$ cat config.mk
export PLATFORM = sky130hd
export DESIGN_NAME = hpdi_port
export DESIGN_NICKNAME = d
export VERILOG_FILES = /design/src/shared/hpdi_pkg.sv /design/src/logic/hpdi_port.sv /design/src/logic/hpdi_debounce.sv
export SDC_FILE = /design/constraint.sdc
export NUM_CORES = 1
export LEC_CHECK = 0
export BUFFER_PORTS_ARGS = -buffer_cell sky130_fd_sc_hd__buf_2
export CAP_MARGIN = 10
export CELL_PAD_IN_SITES_DETAIL_PLACEMENT = 1
export CELL_PAD_IN_SITES_GLOBAL_PLACEMENT = 2
export CORE_MARGIN = 5
export CORE_UTILIZATION = 34
export DETAILED_ROUTE_END_ITERATION = 8
export PLACE_DENSITY = 0.95
export RECOVER_POWER = 25
export SYNTH_ARGS = -nofsm -noshare
export SYNTH_HDL_FRONTEND = slang
export SYNTH_SLANG_ARGS = --single-unit
$ cat constraint.sdc
create_clock -name I_SYS_CLK -period 4.9 [get_ports I_SYS_CLK]
set_input_delay 0.98 -clock I_SYS_CLK [delete_from_list [all_inputs] [get_ports I_SYS_CLK]]
set_output_delay 0.98 -clock I_SYS_CLK [all_outputs]
set_load 0.03 [all_outputs]
$ cat src/shared/hpdi_pkg.sv
/*
 Shared constants and types for the hub port disconnect and indicator block:
 port state codes, indicator selector codes, timing figures, register map.
 Assumes a single 100 MHz hub clock.
*/
package hpdi_pkg;

   // Clock and timing figures
   localparam int unsigned CLK_HZ         = 100_000_000;
   localparam int unsigned DDIS_MIN_NS    = 2000;
   localparam int unsigned DDIS_MAX_NS    = 2500;
   localparam int unsigned DDIS_CYCLES    = (DDIS_MIN_NS * (CLK_HZ / 1_000_000) + 999) / 1000;
   localparam int unsigned HOLD_MS        = 4;
   localparam int unsigned HOLD_CYCLES    = HOLD_MS * (CLK_HZ / 1000);
   localparam int unsigned BLINK_HALF_MS  = 500;
   localparam int unsigned BLINK_CYCLES   = BLINK_HALF_MS * (CLK_HZ / 1000);

   // Port state as reported by the port state machine
   typedef enum logic [3:0] {
      PS_POWERED_OFF            = 4'h0,
      PS_DISCONNECTED           = 4'h1,
      PS_DISABLED               = 4'h2,
      PS_RESETTING              = 4'h3,
      PS_ENABLED                = 4'h4,
      PS_TRANSMIT               = 4'h5,
      PS_TRANSMIT_RESUME        = 4'h6,
      PS_SUSPENDED              = 4'h7,
      PS_RESUMING               = 4'h8,
      PS_SEND_END_OF_RESUME     = 4'h9,
      PS_RESTART_S              = 4'hA,
      PS_RESTART_E              = 4'hB,
      PS_TESTING                = 4'hC,
      PS_NOT_CONFIGURED         = 4'hD
   } hpdi_port_state_e;

   // Indicator colour selector
   localparam int unsigned SEL_W = 3;
   typedef enum logic [SEL_W-1:0] {
      IND_AUTO        = 3'h0,
      IND_AMBER       = 3'h1,
      IND_GREEN       = 3'h2,
      IND_OFF         = 3'h3,
      IND_BLINK_OG    = 3'h4,
      IND_BLINK_OA    = 3'h5,
      IND_BLINK_GA    = 3'h6
   } hpdi_ind_sel_e;

   // Test selectors
   localparam int unsigned TSEL_W                = 3;
   localparam logic [TSEL_W-1:0] TSEL_FORCE_ENABLE = 3'h5;

   // Hub traits field
   localparam int unsigned TRAITS_W       = 16;
   localparam int unsigned TRAITS_IND_BIT = 7;

   // Register map, byte addresses
   localparam int unsigned ADDR_W                = 8;
   localparam logic [ADDR_W-1:0] REG_CTRL        = 8'h00;
   localparam logic [ADDR_W-1:0] REG_STATUS      = 8'h04;
   localparam logic [ADDR_W-1:0] REG_IRQ_STAT    = 8'h08;
   localparam logic [ADDR_W-1:0] REG_IRQ_MASK    = 8'h0C;
   localparam logic [ADDR_W-1:0] REG_TRAITS      = 8'h10;

   // Status field positions
   localparam int unsigned ST_DISC      = 0;
   localparam int unsigned ST_PERSIST   = 1;
   localparam int unsigned ST_TESTING   = 2;
   localparam int unsigned ST_SE0       = 3;
   localparam int unsigned ST_SE1       = 4;
   localparam int unsigned ST_K         = 5;
   localparam int unsigned ST_GREEN     = 6;
   localparam int unsigned ST_AMBER     = 7;
   localparam int unsigned ST_TSEL_LSB  = 8;
   localparam int unsigned ST_STATE_LSB = 12;

   // Interrupt bits
   localparam int unsigned IRQ_W       = 4;
   localparam int unsigned IRQ_DISC    = 0;
   localparam int unsigned IRQ_PERSIST = 1;
   localparam int unsigned IRQ_TEST    = 2;
   localparam int unsigned IRQ_OC      = 3;

   localparam int unsigned HTRANS_ACT_BIT = 1;

endpackage

$ cat src/logic/hpdi_port.sv
/*
 Downstream hub port logic: test state, full-/low-speed disconnect timer,
 K/SE0 noise filter and two-colour port indicator, with an AHB-Lite
 register slave and one interrupt. Assumes the port state machine and hub
 controller run on I_SYS_CLK; D+ and D- arrive asynchronously.
*/
// Design decisions made here: the AHB-Lite register port and the register addresses.
// What this block does
// - Test command enters Testing from anywhere
// - Forced-enable test gives Enabled-style downstream connectivity
// - Per-port disconnect timer watches single-ended receivers
// - Timer reset outside SE0/SE1 or allowed states
// - Timer held 4 ms entering Suspended/Disabled
// - Debounce interval of 2.0 to 2.5 us
// - Expiry raises disconnect detect to port machine
// - Timer also filters K/SE0 in suspend/restart
// - Traits bit 7 reports indicator presence
// - Indicator shows green, amber or off
// - Automatic colour; selector zero on configuration
// - Indicators off when hub suspended/unconfigured
// - Automatic mapping with power switching
// - Automatic mapping without power switching
// - Manual selection displayed; automatic from port state
// - Blink patterns carry attention meanings
// - Forced software state honoured for any colour
`timescale 1ns/1ps
module hpdi_port #(
   parameter int unsigned HOLD_CYCLES     = hpdi_pkg::HOLD_CYCLES,
   parameter int unsigned BLINK_CYCLES    = hpdi_pkg::BLINK_CYCLES,
   parameter bit          POWER_SWITCHING = 1'b1,
   parameter bit          HAS_INDICATORS  = 1'b1
) (
   // Clock and reset
   input  wire logic        I_SYS_CLK,
   input  wire logic        I_SRST,
   // AHB-Lite slave
   input  wire logic        I_HSEL,
   input  wire logic [31:0] I_HADDR,
   input  wire logic [1:0]  I_HTRANS,
   input  wire logic        I_HWRITE,
   input  wire logic [2:0]  I_HSIZE,
   input  wire logic [31:0] I_HWDATA,
   input  wire logic        I_HREADY,
   output logic [31:0]      O_HRDATA,
   output logic             O_HREADYOUT,
   output logic             O_HRESP,
   // Port state machine and hub controller
   input  wire logic [3:0]  I_PORT_STATE,
   input  wire logic        I_TEST_CMD,
   input  wire logic [2:0]  I_TEST_SEL,
   input  wire logic        I_LOW_SPEED,
   input  wire logic        I_HUB_CONFIGURED,
   input  wire logic        I_HUB_SUSPENDED,
   input  wire logic        I_OVER_CURRENT,
   output logic             O_PORT_TESTING,
   output logic             O_DS_CONNECT,
   output logic             O_DISC_DETECT,
   output logic             O_PERSIST_K,
   output logic             O_PERSIST_SE0,
   output logic [15:0]      O_HUB_TRAITS,
   // Line receivers
   input  wire logic        I_DP,
   input  wire logic        I_DM,
   // Indicator LEDs
   output logic             O_LED_GREEN,
   output logic             O_LED_AMBER,
   // Interrupt
   output logic             O_IRQ
);

   localparam int unsigned HOLD_W  = $clog2(HOLD_CYCLES + 1);
   localparam int unsigned BLINK_W = $clog2(BLINK_CYCLES);
   localparam logic [HOLD_W-1:0]  HOLD_LOAD = HOLD_W'(HOLD_CYCLES);
   localparam logic [BLINK_W-1:0] BLINK_TOP = BLINK_W'(BLINK_CYCLES - 1);

   typedef enum logic {
      TS_NORMAL  = 1'b0,
      TS_TESTING = 1'b1
   } hpdi_test_e;

   logic                          dp_s1_q, dp_s2_q, dm_s1_q, dm_s2_q;
   logic                          se0, se1, k_line;
   hpdi_test_e                    test_q;
   logic [hpdi_pkg::TSEL_W-1:0]   test_sel_q;
   hpdi_pkg::hpdi_port_state_e    eff_state, prev_state_q;
   logic                          disc_win, filt_win, hold_entry;
   logic [HOLD_W-1:0]             hold_q;
   logic                          disc_clear, disc_exp, filt_exp;
   logic                          disc_prev_q, filt_prev_q, oc_prev_q, cfg_prev_q;
   logic [BLINK_W-1:0]            blink_cnt_q;
   logic                          blink_ph_q;
   logic [hpdi_pkg::SEL_W-1:0]    sel_q;
   logic                          auto_g, auto_a, led_g_d, led_a_d;
   logic                          led_g_q, led_a_q;
   logic [15:0]                   traits_q;
   logic [hpdi_pkg::IRQ_W-1:0]    irq_stat_q, irq_mask_q, irq_ev;
   logic                          dp_valid_q, dp_write_q, rd_pend_q;
   logic [hpdi_pkg::ADDR_W-1:0]   dp_addr_q;
   logic [31:0]                   rdata, status, hrdata_q;
   logic                          wr_en;

   // Line receivers come from the pins
   always_ff @(posedge I_SYS_CLK) begin
      if (I_SRST) begin
         dp_s1_q <= 1'b0;
         dp_s2_q <= 1'b0;
         dm_s1_q <= 1'b0;
         dm_s2_q <= 1'b0;
      end else begin
         dp_s1_q <= I_DP;
         dp_s2_q <= dp_s1_q;
         dm_s1_q <= I_DM;
         dm_s2_q <= dm_s1_q;
      end
   end

   assign se0    = !dp_s2_q && !dm_s2_q;
   assign se1    = dp_s2_q && dm_s2_q;
   // Low speed swaps the J and K polarity
   assign k_line = I_LOW_SPEED ? (dp_s2_q && !dm_s2_q) : (!dp_s2_q && dm_s2_q);

   // Testing is left only through hub reset
   always_ff @(posedge I_SYS_CLK) begin
      if (I_SRST) begin
         test_q     <= TS_NORMAL;
         test_sel_q <= '0;
      end else begin
         case (test_q)
            TS_NORMAL: begin
               if (I_TEST_CMD) begin
                  test_q     <= TS_TESTING;
                  test_sel_q <= I_TEST_SEL;
               end
            end
            TS_TESTING: begin
               if (I_TEST_CMD) begin
                  test_sel_q <= I_TEST_SEL;
               end
            end
            default: test_q <= TS_NORMAL;
         endcase
      end
   end

   assign eff_state = (test_q == TS_TESTING) ? hpdi_pkg::PS_TESTING
                                             : hpdi_pkg::hpdi_port_state_e'(I_PORT_STATE);
   assign O_PORT_TESTING = (test_q == TS_TESTING);
   assign O_DS_CONNECT   = (eff_state == hpdi_pkg::PS_ENABLED) ||
                           ((test_q == TS_TESTING) &&
                            (test_sel_q == hpdi_pkg::TSEL_FORCE_ENABLE));

   // Disconnect timer window and post-entry hold
   assign disc_win = (eff_state == hpdi_pkg::PS_ENABLED)   ||
                     (eff_state == hpdi_pkg::PS_SUSPENDED) ||
                     (eff_state == hpdi_pkg::PS_DISABLED)  ||
                     (eff_state == hpdi_pkg::PS_RESTART_E) ||
                     (eff_state == hpdi_pkg::PS_RESTART_S);
   assign filt_win = (eff_state == hpdi_pkg::PS_SUSPENDED) ||
                     (eff_state == hpdi_pkg::PS_RESTART_E) ||
                     (eff_state == hpdi_pkg::PS_RESTART_S);
   assign hold_entry = (eff_state != prev_state_q) &&
                       ((eff_state == hpdi_pkg::PS_SUSPENDED) ||
                        (eff_state == hpdi_pkg::PS_DISABLED));

   always_ff @(posedge I_SYS_CLK) begin
      if (I_SRST) begin
         prev_state_q <= hpdi_pkg::PS_POWERED_OFF;
      end else begin
         prev_state_q <= eff_state;
      end
   end

   always_ff @(posedge I_SYS_CLK) begin
      if (I_SRST) begin
         hold_q <= '0;
      end else if (hold_entry) begin
         hold_q <= HOLD_LOAD;
      end else if (hold_q != '0) begin
         hold_q <= hold_q - 1'b1;
      end
   end

   assign disc_clear = !disc_win || hold_entry || (hold_q != '0);

   hpdi_debounce #(
      .LIMIT     (hpdi_pkg::DDIS_CYCLES)
   ) u_disc_timer (
      .i_clk     (I_SYS_CLK),
      .i_srst    (I_SRST),
      .i_clear   (disc_clear),
      .i_level   (se0 || se1),
      .o_expired (disc_exp)
   );

   // Same timer design reused as the K/SE0 noise filter
   hpdi_debounce #(
      .LIMIT     (hpdi_pkg::DDIS_CYCLES)
   ) u_kse0_filter (
      .i_clk     (I_SYS_CLK),
      .i_srst    (I_SRST),
      .i_clear   (!filt_win),
      .i_level   (k_line || se0),
      .o_expired (filt_exp)
   );

   assign O_DISC_DETECT = disc_exp;
   assign O_PERSIST_K   = filt_exp && k_line;
   assign O_PERSIST_SE0 = filt_exp && se0;

   // Blink divider; rate is a parameter only
   always_ff @(posedge I_SYS_CLK) begin
      if (I_SRST) begin
         blink_cnt_q <= '0;
         blink_ph_q  <= 1'b0;
      end else if (blink_cnt_q == BLINK_TOP) begin
         blink_cnt_q <= '0;
         blink_ph_q  <= !blink_ph_q;
      end else begin
         blink_cnt_q <= blink_cnt_q + 1'b1;
      end
   end

   // Automatic colour from port state
   always_comb begin
      auto_g = 1'b0;
      auto_a = 1'b0;
      case (eff_state)
         hpdi_pkg::PS_POWERED_OFF: begin
            auto_a = POWER_SWITCHING && I_OVER_CURRENT;
         end
         hpdi_pkg::PS_DISCONNECTED, hpdi_pkg::PS_DISABLED, hpdi_pkg::PS_NOT_CONFIGURED,
         hpdi_pkg::PS_RESETTING, hpdi_pkg::PS_TESTING: begin
            auto_a = !POWER_SWITCHING && I_OVER_CURRENT;
         end
         hpdi_pkg::PS_ENABLED, hpdi_pkg::PS_TRANSMIT, hpdi_pkg::PS_TRANSMIT_RESUME: begin
            auto_g = 1'b1;
         end
         default: begin
            auto_g = 1'b0;
         end
      endcase
   end

   // Manual selection overrides; blinking works for any colour pair
   always_comb begin
      led_g_d = 1'b0;
      led_a_d = 1'b0;
      case (hpdi_pkg::hpdi_ind_sel_e'(sel_q))
         hpdi_pkg::IND_AUTO: begin
            led_g_d = auto_g;
            led_a_d = auto_a;
         end
         hpdi_pkg::IND_AMBER:    led_a_d = 1'b1;
         hpdi_pkg::IND_GREEN:    led_g_d = 1'b1;
         hpdi_pkg::IND_BLINK_OG: led_g_d = blink_ph_q;
         hpdi_pkg::IND_BLINK_OA: led_a_d = blink_ph_q;
         hpdi_pkg::IND_BLINK_GA: begin
            led_g_d = blink_ph_q;
            led_a_d = !blink_ph_q;
         end
         default: begin
            led_g_d = 1'b0;
         end
      endcase
      if (!HAS_INDICATORS || I_HUB_SUSPENDED || !I_HUB_CONFIGURED) begin
         led_g_d = 1'b0;
         led_a_d = 1'b0;
      end
   end

   always_ff @(posedge I_SYS_CLK) begin
      if (I_SRST) begin
         led_g_q <= 1'b0;
         led_a_q <= 1'b0;
      end else begin
         led_g_q <= led_g_d;
         led_a_q <= led_a_d;
      end
   end

   assign O_LED_GREEN = led_g_q;
   assign O_LED_AMBER = led_a_q;

   always_ff @(posedge I_SYS_CLK) begin
      if (I_SRST) begin
         traits_q <= '0;
      end else begin
         traits_q                           <= '0;
         traits_q[hpdi_pkg::TRAITS_IND_BIT] <= HAS_INDICATORS;
      end
   end

   assign O_HUB_TRAITS = traits_q;

   // Event edges
   always_ff @(posedge I_SYS_CLK) begin
      if (I_SRST) begin
         disc_prev_q <= 1'b0;
         filt_prev_q <= 1'b0;
         oc_prev_q   <= 1'b0;
         cfg_prev_q  <= 1'b0;
      end else begin
         disc_prev_q <= disc_exp;
         filt_prev_q <= filt_exp;
         oc_prev_q   <= I_OVER_CURRENT;
         cfg_prev_q  <= I_HUB_CONFIGURED;
      end
   end

   always_comb begin
      irq_ev                        = '0;
      irq_ev[hpdi_pkg::IRQ_DISC]    = disc_exp && !disc_prev_q;
      irq_ev[hpdi_pkg::IRQ_PERSIST] = filt_exp && !filt_prev_q;
      irq_ev[hpdi_pkg::IRQ_TEST]    = I_TEST_CMD && (test_q == TS_NORMAL);
      irq_ev[hpdi_pkg::IRQ_OC]      = I_OVER_CURRENT && !oc_prev_q;
   end

   // AHB-Lite slave: writes zero-wait, reads one wait state
   always_ff @(posedge I_SYS_CLK) begin
      if (I_SRST) begin
         dp_valid_q <= 1'b0;
         dp_write_q <= 1'b0;
         dp_addr_q  <= '0;
      end else if (I_HREADY) begin
         dp_valid_q <= I_HSEL && I_HTRANS[hpdi_pkg::HTRANS_ACT_BIT];
         dp_write_q <= I_HWRITE;
         dp_addr_q  <= I_HADDR[hpdi_pkg::ADDR_W-1:0];
      end
   end

   always_ff @(posedge I_SYS_CLK) begin
      if (I_SRST) begin
         rd_pend_q <= 1'b0;
      end else begin
         rd_pend_q <= I_HREADY && I_HSEL && I_HTRANS[hpdi_pkg::HTRANS_ACT_BIT] && !I_HWRITE;
      end
   end

   assign wr_en = dp_valid_q && dp_write_q;

   always_comb begin
      status                                     = '0;
      status[hpdi_pkg::ST_DISC]                  = disc_exp;
      status[hpdi_pkg::ST_PERSIST]               = filt_exp;
      status[hpdi_pkg::ST_TESTING]               = (test_q == TS_TESTING);
      status[hpdi_pkg::ST_SE0]                   = se0;
      status[hpdi_pkg::ST_SE1]                   = se1;
      status[hpdi_pkg::ST_K]                     = k_line;
      status[hpdi_pkg::ST_GREEN]                 = led_g_q;
      status[hpdi_pkg::ST_AMBER]                 = led_a_q;
      status[hpdi_pkg::ST_TSEL_LSB +: hpdi_pkg::TSEL_W] = test_sel_q;
      status[hpdi_pkg::ST_STATE_LSB +: 4]        = eff_state;
   end

   always_comb begin
      rdata = '0;
      if (dp_addr_q == hpdi_pkg::REG_CTRL) begin
         rdata[hpdi_pkg::SEL_W-1:0] = sel_q;
      end else if (dp_addr_q == hpdi_pkg::REG_STATUS) begin
         rdata = status;
      end else if (dp_addr_q == hpdi_pkg::REG_IRQ_STAT) begin
         rdata[hpdi_pkg::IRQ_W-1:0] = irq_stat_q;
      end else if (dp_addr_q == hpdi_pkg::REG_IRQ_MASK) begin
         rdata[hpdi_pkg::IRQ_W-1:0] = irq_mask_q;
      end else if (dp_addr_q == hpdi_pkg::REG_TRAITS) begin
         rdata[15:0] = traits_q;
      end
   end

   always_ff @(posedge I_SYS_CLK) begin
      if (I_SRST) begin
         hrdata_q <= '0;
      end else if (rd_pend_q) begin
         hrdata_q <= rdata;
      end
   end

   assign O_HRDATA    = hrdata_q;
   assign O_HREADYOUT = !rd_pend_q;
   assign O_HRESP     = 1'b0;

   // Configuration forces automatic mode over a same-cycle write
   always_ff @(posedge I_SYS_CLK) begin
      if (I_SRST) begin
         sel_q <= hpdi_pkg::IND_AUTO;
      end else if (I_HUB_CONFIGURED && !cfg_prev_q) begin
         sel_q <= hpdi_pkg::IND_AUTO;
      end else if (wr_en && (dp_addr_q == hpdi_pkg::REG_CTRL)) begin
         sel_q <= I_HWDATA[hpdi_pkg::SEL_W-1:0];
      end
   end

   // Set wins over write-one-to-clear
   always_ff @(posedge I_SYS_CLK) begin
      if (I_SRST) begin
         irq_stat_q <= '0;
      end else if (wr_en && (dp_addr_q == hpdi_pkg::REG_IRQ_STAT)) begin
         irq_stat_q <= (irq_stat_q & ~I_HWDATA[hpdi_pkg::IRQ_W-1:0]) | irq_ev;
      end else begin
         irq_stat_q <= irq_stat_q | irq_ev;
      end
   end

   always_ff @(posedge I_SYS_CLK) begin
      if (I_SRST) begin
         irq_mask_q <= '0;
      end else if (wr_en && (dp_addr_q == hpdi_pkg::REG_IRQ_MASK)) begin
         irq_mask_q <= I_HWDATA[hpdi_pkg::IRQ_W-1:0];
      end
   end

   assign O_IRQ = |(irq_stat_q & irq_mask_q);
endmodule

$ cat src/logic/hpdi_debounce.sv
/*
 Saturating line-condition timer: counts cycles of a continuous level and
 flags expiry once LIMIT cycles have been seen.
 Assumes i_level is already synchronised to i_clk.
*/
`timescale 1ns/1ps
module hpdi_debounce #(
   parameter int unsigned LIMIT = 200
) (
   // Clock and reset
   input  wire logic i_clk,
   input  wire logic i_srst,
   // Control
   input  wire logic i_clear,
   input  wire logic i_level,
   // Result
   output logic      o_expired
);

   localparam int unsigned CNT_W = $clog2(LIMIT + 1);
   localparam logic [CNT_W-1:0] CNT_MAX = CNT_W'(LIMIT);

   logic [CNT_W-1:0] cnt_q;

   always_ff @(posedge i_clk) begin
      if (i_srst || i_clear || !i_level) begin
         cnt_q <= '0;
      end else if (cnt_q != CNT_MAX) begin
         cnt_q <= cnt_q + 1'b1;
      end
   end

   assign o_expired = (cnt_q == CNT_MAX);

endmodule

==> results of run 1 <==
## stage by stage
step / setup WS (ns) / hold slack [ns] / total power, mW / instance area [µm²]
global route: 1.12 / 0.472 / 3.17 / 6570
finish: 1.43 / 0.461 / 2.98 / 6570
global placement: 2.03 / 0.427 / 1.83 / 6040
detailed placement: 1.98 / 0.451 / 1.86 / 6040
floorplan: 1.57 / 0.414 / 1.73 / 5870
CTS: 1.95 / 0.459 / 3.02 / 6590
## layer usage
metal	up-vias	global-route usage, %	share of wire, %
met5	-	0	0
met4	0	3.52	0.53
met3	6	4.33	3.5
met2	72	23.2	48
met1	2306	19.2	48
li1	2357	-	-
## report_power, final
| group | total [mW] | switching, mW | leakage [nW] | internal [mW] |
|---|---|---|---|---|
| Combinational | 0.697 | 0.413 | 1.16 | 0.284 |
| Sequential | 1.14 | 0.104 | 0.960 | 1.04 |
| Clock | 1.14 | 0.431 | 0.276 | 0.714 |
| Total | 2.98 | 0.948 | 2.39 | 2.04 |
## registers in the layout (all words and copies together), names as in the netlist, 4 cells and up
name / count
u_kse0_filter.cnt_q: 8
O_HRDATA: 15
u_disc_timer.cnt_q: 8
prev_state_q: 4
irq_mask_q: 4
dp_addr_q: 8
irq_stat_q: 4
blink_cnt_q: 26
hold_q: 19
## worst min-delay path by stage
stage / cells past startpoint / endpoint / start / slack, ns
final: 2 / O_HRDATA[7]$_SDFFE_PP0P_ / O_HRDATA[7]$_SDFFE_PP0P_ / 0.46
after global routing: 1 / dp_s2_q$_SDFF_PP0_ / dp_s1_q$_SDFF_PP0_ / 0.47
after CTS: 2 / O_HRDATA[4]$_SDFFE_PP0P_ / O_HRDATA[4]$_SDFFE_PP0P_ / 0.46
after detailed placement: 2 / O_HRDATA[4]$_SDFFE_PP0P_ / O_HRDATA[4]$_SDFFE_PP0P_ / 0.45
after global placement: 1 / dp_s2_q$_SDFF_PP0_ / dp_s1_q$_SDFF_PP0_ / 0.43
after floorplan: 1 / dm_s2_q$_SDFF_PP0_ / dm_s1_q$_SDFF_PP0_ / 0.41
## kinds of logic after synthesis
family	count (synthesis)	synth area share, %
and+or+nand+nor	266	26.2
DFF	118	41.1
AOI/OAI and AO/OA	111	12.4
buffers and inverters	88	8.59
xor gates and xnor gates	30	4.57
muxes	26	4.76
adders and majority gates	11	2.39
other	1	0.0652
## cell usage in the layout, fill, tap and decap left out, drive strengths merged, types with 8 or more instances in the layout
cell type	instances
a211oi	9
a21oi	37
a31oi	9
and3	8
buf	44
clkbuf	38
clkinv	9
conb	33
dfxtp	118
ha	11
inv	19
mux2i	24
nand2	29
nand2b	12
nand3	33
nand4	13
nor2	63
nor3	19
nor4	16
o21ai	19
o31ai	11
or3	13
or4	15
xnor2	9
xor2	21
## worst max-delay path: stages
cell and delay, ns:
clkbuf_1 1.63, buf_4 0.51, inv_1 0.13, o21ai_1 0.09
buf_4 0.30, a21oi_1 0.09
## cell type report
| cell class | count | area [µm²] |
|---|---|---|
| tap | 220 | 275 |
| multi-input combinational | 477 | 3020 |
| inverter | 19 | 71.3 |
| sequential | 118 | 2360 |
| timing repair buffer | 61 | 297 |
| clock buffer | 21 | 460 |
| clock inverter | 11 | 82.6 |
| fill | 1989 | 10000 |
==> flow_summary_export.csv, run 1 <==
group,metric,value,unit
sta,hold_viol,0,
layout,drive_gt1_share,13.4,%
synthesis,syn_inst,651,
sta,max_freq,0.288,GHz
critical_path,rrSetupSlack,2.55,ns
run_status,violations,"max-capacitance violations, max-slew violations",
layout,finalNonFillerCells,927,
synthesis,yosysSeqAreaShare,41.1,%
clock_network,cts.sinks,118,
synthesis,yosysTopAreaCell,"dfxtp_1",
global_routing,grt-ovfl-total,0,
critical_path,reg2reg_from,"hold_q[2]$_SDFFE_PP0P_",
synthesis,synth_area,5750,µm²
clock_network,htreeDepth,4,
placement,port_buffers,56,
critical_path,critPathKind,"in -> reg",
critical_path,critPathCapture,"blink_cnt_q[13]$_SDFF_PP0_",
sta,max_slew_margin,-56.5,%
sta,period_share,70.8,%
synthesis,synth-async-reset-ratio,0,%
layout,n_antenna_cell,0,
sta,fin_skew,0.00797,ns
synthesis,synth_top_cells_by_count,"118 x dfxtp_1, 63 x nor2_1, 37 x a21oi_1",
global_routing,grt_pass1_vias,4575,
floorplanning,start_util,34.7,%
sta,slew_viol_final,51,
clock_network,post-cts-setup-buffer-count,0,
route,wire_per_inst,15.6,µm
route,drtIter0Drc,197,
placement,place_hpwl,9800,µm
sta,fin_crit,3.47,ns
run_status,status,"finished, violations left",
floorplanning,die_area,19600,µm²
clock_network,clk_path_buf_depth,2,
worst_hold_path,hp-class,"reg -> reg",
layout,utilization,39.6,%
critical_path,path_max_fanout,50,
layout,fin_nets,793,
critical_path,endpoint_kind,"flip-flop",
sta,rsz0062_at_grt,"false",
power,p_per_area,455,nW/µm²
floorplanning,rows,47,
global_routing,grt_max_degree,51,
global_routing,grt.total_usage,14.5,%
synthesis,synth.avg_cell_area,8.84,µm²
route,postRouteAntennaNets,0,
synthesis,synth-edff-count,0,
synthesis,synthTopCellsByArea,"dfxtp_1 41%, buf_4 4.3%, mux2i_1 4.2%, nor2_1 4.1%, a21oi_1 3.2%",
clock_network,clkTransAtPathRegs,0.05,ns
route,vias,4741,
clock_network,cts_resized,0,
synthesis,synth_top_area_share,41.1,%
layout,area_delta_synth_final,14.1,%
route,drt-vias-per-instance,5.11,
critical_path,worstPathRequired,5.18,ns
power,p_leak,2.39,nW
floorplanning,die_w,140,µm
clock_network,tritoncts,"yes",
floorplanning,core,16600,µm²
clock_network,hold_buffers,0,
sta,worst_pin_slew,2.35,ns
global_routing,grt_first_pass_wirelength,23500,µm
placement,placedCellCount,895,
critical_path,reg2regPathDepth,4,
power,vdd_drop_max,0.209,mV
synthesis,synth_seq_cells,118,
synthesis,synth.most_common_cell,"dfxtp_1",
clock_network,cts_buffers,17,
clock_network,insertion_delay,0.41,ns
sta,setup_viol,0,
clock_network,cts_root_buffer,"clkbuf_16",
route,drcViolationCount,0,
flow_run,drv_cap,1,
critical_path,cp-startpoint,"I_SRST",
critical_path,worstPathArrival,3.75,ns
critical_path,worstSetupStartpointType,"input port",
synthesis,synth_ff_type,"dfxtp_1",
synthesis,synth_cell_types,63,
sta,setup_tns,0,ns
floorplanning,die_h,140,µm
floorplanning,ios,146,
global_routing,grt_antenna_before_repair,0,
placement,routabilityCongestion,0.771,
synthesis,yosys_warnings,0,
route,dr.pass1.iters,5,
critical_path,timing.rr.end,"hold_q[8]$_SDFFE_PP0P_",
route,wl,14400,µm
No activity file was read; power rests on OpenSTA's default activity.
==> run 2, diff against run 1 <==
ABC_AREA = 1   (was default)
CORE_UTILIZATION = 29   (was 34)
PLACE_DENSITY = 0.92   (was 0.95)
clock period = 3.31 ns   (was 4.9 ns; I/O delays follow)
==> flow_summary_export.csv, run 2 <==
group,metric,value,unit
layout,top_register,"blink_cnt_q",
floorplanning,ios,146,
placement,port_buffers,56,
critical_path,worstSetupStartpointType,"flip-flop",
synthesis,yosys_warnings,0,
floorplanning,rows,52,
synthesis,synth_area,5870,µm²
sta,setup_tns,0,ns
sta,fin_skew,0.00917,ns
layout,area_delta_synth_final,17.8,%
synthesis,synth_top_area_share,40.2,%
sta,period_share,75.7,%
global_routing,grt_max_degree,36,
synthesis,synth.avg_cell_area,7.02,µm²
clock_network,tritoncts,"yes",
global_routing,grt_first_pass_wirelength,27200,µm
critical_path,cp-startpoint,"O_PORT_TESTING$_SDFF_PP0_",
critical_path,timing.rr.end,"hold_q[18]$_SDFFE_PP0P_",
global_routing,grt-ovfl-total,0,
layout,mostFrequentLayoutCells,"171 x nand2_1, 138 x nor2_1, 118 x dfxtp_1, 96 x inv_1, 58 x a21oi_1",
worst_hold_path,hp-class,"reg -> reg",
power,vdd_drop_max,0.309,mV
sta,max_slew_margin,-19.7,%
placement,place_hpwl,12300,µm
synthesis,synth-async-reset-ratio,0,%
synthesis,synthTopCellsByArea,"dfxtp_1 40%, nand2_1 11%, nor2_1 8.8%, inv_1 6.1%, a21oi_1 4.9%",
clock_network,htreeDepth,4,
synthesis,synth_seq_cells,118,
placement,place_ws,1.11,ns
critical_path,critPathKind,"reg -> out",
critical_path,endpoint_kind,"output port",
clock_network,cts_root_buffer,"clkbuf_16",
synthesis,synth.most_common_cell,"nand2_1",
power,p_per_area,689,nW/µm²
sta,setup_viol,0,
global_routing,grt_pass1_vias,5469,
floorplanning,start_util,29.2,%
synthesis,synth_ff_type,"dfxtp_1",
sta,fin_ws,0.805,ns
clock_network,insertion_delay,0.42,ns
critical_path,reg2reg_from,"hold_q[0]$_SDFFE_PP0P_",
route,drtIter0Drc,191,
synthesis,yosysTopAreaCell,"dfxtp_1",
power,p_leak,2.88,nW
critical_path,worstPathRequired,2.65,ns
critical_path,rrSetupSlack,1.20,ns
critical_path,path_max_fanout,10,
critical_path,worstPathArrival,1.84,ns
clock_network,clkTransAtPathRegs,0.05,ns
layout,fin_nets,999,
route,wire_per_inst,13.7,µm
synthesis,syn_inst,836,
global_routing,grt.total_usage,14.4,%
sta,rsz0062_at_grt,"false",
sta,fin_crit,2.51,ns
clock_network,post-cts-setup-buffer-count,0,
flow_run,drv_cap,1,
placement,routabilityCongestion,0.814,
route,dr.pass1.iters,5,
critical_path,critPathCapture,"O_DS_CONNECT",
global_routing,grt_antenna_before_repair,1,
sta,worst_pin_slew,1.80,ns
layout,drive_gt1_share,12.5,%
layout,n_antenna_cell,0,
route,wl,16200,µm
route,postRouteAntennaNets,0,
run_status,status,"finished, violations left",
clock_network,cts_buffers,17,
run_status,violations,"max-capacitance violations, max-slew violations",
placement,placedCellCount,1151,
sta,max_freq,0.399,GHz
synthesis,synth_cell_types,42,
route,vias,5333,
route,drcViolationCount,0,
floorplanning,core,20100,µm²
synthesis,yosysSeqAreaShare,40.2,%
synthesis,synth_top_cells_by_count,"171 x nand2_1, 138 x nor2_1, 118 x dfxtp_1",
route,drt-vias-per-instance,4.51,
clock_network,cts.sinks,118,
floorplanning,die_h,152,µm
clock_network,hold_buffers,0,
floorplanning,die_area,23200,µm²
critical_path,reg2regPathDepth,7,
sta,hold_viol,0,
synthesis,synth-edff-count,0,
layout,final_common_cell,"nand2_1",
floorplanning,die_w,152,µm
layout,finalNonFillerCells,1183,
sta,slew_viol_final,36,
clock_network,cts_resized,0,
clock_network,clk_path_buf_depth,2,
layout,largest_reg_flops,26,
## run 2: cell types whose count changed after synthesis, moves of 9 or more
cell	delta
mux2i_1	-24
inv_1	+77
nor4_1	-12
nor2_1	+75
nand2_1	+142
nand3_1	+15
o31ai_1	-9
nor2_2	+14
a21oi_1	+21
or4_1	-11
or3_1	-11
nand2b_1	-11
o21ai_0	+14
clkbuf_1	-22
## run 2: per-layer routing
layer | track usage [%] | share of wire (%)
met1 | 18.3 | 48
met2 | 23.1 | 46
met3 | 4.63 | 4.7
met4 | 4.79 | 1.8
met5 | 0 | 0.062
## run 2: logic make-up (layout without fill, tap and decap cells)
kind of cell	after synthesis	in the layout	synth area share, %
and+or+nand+nor	428	428	31.5
AOI/OAI and AO/OA	107	107	10.3
buffers and inverters	146	191	11.8
xor gates and xnor gates	25	25	3.73
DFF	118	118	40.2
adders and majority gates	11	11	2.34
other	1	33	0.0639
## run 2: stage by stage
stage	util [%]	area [µm²]	total power [mW]	hold slack (ns)
global route	34.4	6910	5.07	0.410
detailed placement	31.4	6310	2.92	0.397
CTS	34.4	6920	4.83	0.400
floorplan	-	5990	2.66	0.388
global placement	31.4	6310	2.87	0.395
finish	34.4	6910	4.77	0.394
## run 2: worst min-delay path by stage
stage	start	end	depth (start not counted)
2_1_floorplan	dm_s1_q$_SDFF_PP0_	dm_s2_q$_SDFF_PP0_	2
5_1_grt	dp_s1_q$_SDFF_PP0_	dp_s2_q$_SDFF_PP0_	2
4_1_cts	dp_s1_q$_SDFF_PP0_	dp_s2_q$_SDFF_PP0_	2
3_3_place_gp	dp_s1_q$_SDFF_PP0_	dp_s2_q$_SDFF_PP0_	2
3_5_place_dp	dp_s1_q$_SDFF_PP0_	dp_s2_q$_SDFF_PP0_	2
6_report	dp_s1_q$_SDFF_PP0_	dp_s2_q$_SDFF_PP0_	2
## run 2: layout make-up
| type | count | area, µm² |
|---|---|---|
| inverters | 100 | 378 |
| well taps | 270 | 338 |
| repair buffers | 59 | 294 |
| clock inverters | 6 | 88.8 |
| multi-input cells | 604 | 2930 |
| fillers | 2592 | 13200 |
| flip-flops and latches | 118 | 2360 |
| clock buffers | 26 | 519 |
## run 2: critical path, cell delays in order, from the launching register on
cell	delay, ns
dfxtp_1	0.61
inv_4	0.14
o21ai_0	0.15
nand2_1	0.15
o21ai_0	0.13
buf_2	0.24
## run 2: report_power, final
group          leakage [nW]  internal (mW)  switching, mW
Combinational          1.63          0.416          0.809
Clock                 0.293           1.23          0.637
Sequential            0.961           1.55          0.125
Total                  2.88           3.20           1.57
==> run 3, diff against run 2 <==
clock period = 2.4 ns   (was 3.31 ns; I/O delays follow)
==> flow_summary_export.csv, run 3 (synthesis results as in run 2) <==
group,metric,value,unit
sta,setup_viol,0,
floorplanning,ios,146,
placement,routabilityCongestion,0.818,
layout,top_register,"blink_cnt_q",
run_status,violations,"max-capacitance violations, max-slew violations",
layout,area_delta_synth_final,19.5,%
floorplanning,core,20100,µm²
clock_network,clk_path_buf_depth,2,
floorplanning,start_util,29.2,%
global_routing,grt_pass1_vias,5552,
critical_path,cp-startpoint,"O_PORT_TESTING$_SDFF_PP0_",
placement,port_buffers,56,
route,top_layer,"met5",
layout,fin_nets,1005,
clock_network,htreeDepth,4,
clock_network,tritoncts,"yes",
route,drcViolationCount,0,
sta,worst_hold_slack,0.242,ns
global_routing,grt_antenna_before_repair,1,
layout,largest_reg_flops,26,
layout,n_antenna_cell,0,
sta,max_freq,0.440,GHz
power,power,6.91,mW
sta,max_slew_margin,-18.1,%
worst_hold_path,worstHoldStart,"I_HWRITE",
critical_path,worstSetupStartpointType,"flip-flop",
critical_path,reg2reg_from,"blink_cnt_q[0]$_SDFF_PP0_",
route,dr_wl_met3,734,µm
critical_path,path_max_fanout,10,
clock_network,cts.sinks,118,
floorplanning,die_w,152,µm
sta,setup_tns,0,ns
floorplanning,die_area,23200,µm²
run_status,status,"finished, violations left",
route,postRouteAntennaNets,0,
critical_path,critPathKind,"reg -> out",
global_routing,grt_max_degree,36,
route,wl,16200,µm
layout,drive_gt1_share,12.2,%
global_routing,grt-ovfl-total,0,
placement,place_area,6370,µm²
sta,fin_skew,0.00852,ns
layout,fillerInstances,2546,
route,drt-vias-per-instance,4.51,
clock_network,insertion_delay,0.42,ns
route,wl_met2,7450,µm
clock_network,post-cts-setup-buffer-count,0,
route,dr.pass1.iters,5,
critical_path,worstPathArrival,1.79,ns
layout,final_area,7020,µm²
power,p_per_area,984,nW/µm²
sta,fin_crit,2.27,ns
worst_hold_path,hp-class,"in -> reg",
route,wire_per_inst,13.7,µm
layout,final_common_cell,"nand2_1",
power,vdd_drop_max,0.365,mV
global_routing,grt.total_usage,14.4,%
sta,rsz0062_at_grt,"false",
flow_run,drv_cap,1,
floorplanning,rows,52,
critical_path,worstPathRequired,1.92,ns
critical_path,endpoint_kind,"output port",
sta,worst_pin_slew,1.77,ns
clock_network,cts_buffers,17,
sta,period_share,94.6,%
sta,hold_viol,0,
clock_network,clkTransAtPathRegs,0.05,ns
sta,slew_viol_final,36,
route,drtIter0Drc,240,
route,vias,5361,
layout,mostFrequentLayoutCells,"171 x nand2_1, 137 x nor2_1, 118 x dfxtp_1, 96 x inv_1, 58 x a21oi_1",
clock_network,hold_buffers,0,
clock_network,cts_root_buffer,"clkbuf_16",
power,p_leak,2.91,nW
placement,place_hpwl,12200,µm
global_routing,grt_first_pass_wirelength,27300,µm
route,m1WireLength,7850,µm
floorplanning,die_h,152,µm
## run 3: cell types whose count changed in the layout (fill, tap and decap cells not counted), moves of 4 or more
cell       before  now
clkbuf_1        6   14
bufinv_16       2    6
clkbuf_8        6    2
buf_2          55   47
buf_4           1    6
## run 3: timing repair
action / in CTS / in global routing
endpoints found under the setup margin: 0 / 1
gates resized for setup: 0 / 2
hold endpoints to repair: 0 / 0
## run 3: layout make-up
cell class | count | area, µm² | area share, %
Clock buffer | 22 | 464 | 6.61
Clock inverter | 9 | 198 | 2.82
Inverter | 100 | 378 | 5.38
Multi-Input combinational cell | 604 | 2940 | 41.8
Sequential cell | 118 | 2360 | 33.7
Tap cell | 270 | 338 | 4.81
Timing Repair Buffer | 65 | 342 | 4.87
## run 3: worst paths after layout
kind / end / slack, ns / cells past startpoint
min: rd_pend_q$_SDFF_PP0_ / 0.24 / 2
min reg2reg: dm_s2_q$_SDFF_PP0_ / 0.41 / 2
max: O_DS_CONNECT / 0.13 / 5
max reg2reg: blink_cnt_q[11]$_SDFF_PP0_ / 0.53 / 9
## run 3: report_power, final
group	internal, mW	switching (mW)	total, mW
sequential	2.14	0.164	2.30
combinational	0.603	1.12	1.72
clock	1.99	0.889	2.88
## run 3: per-stage QoR
stage / util (%) / std cells / setup WS [ns]
floorplan: - / 868 / 0.502
global placement: 31.7 / 1157 / 0.508
detailed placement: 31.7 / 1157 / 0.500
CTS: 35.0 / 1188 / 0.0515
global route: 34.9 / 1188 / 0.0104
finish: 34.9 / 1188 / 0.130
## run 3: routing by layer
layer	GRT usage [%]	vias to the layer above
li1	-	2749
met1	18.2	2504
met2	23.2	86
met3	4.40	20
met4	5.05	2
met5	0	-
## run 3: worst max-delay path, cell delays in order, from the launching register on
cell     delay [ns]
dfxtp_1        0.56
inv_4          0.14
o21ai_0        0.16
nand2_1        0.17
o21ai_0        0.14
buf_4          0.21
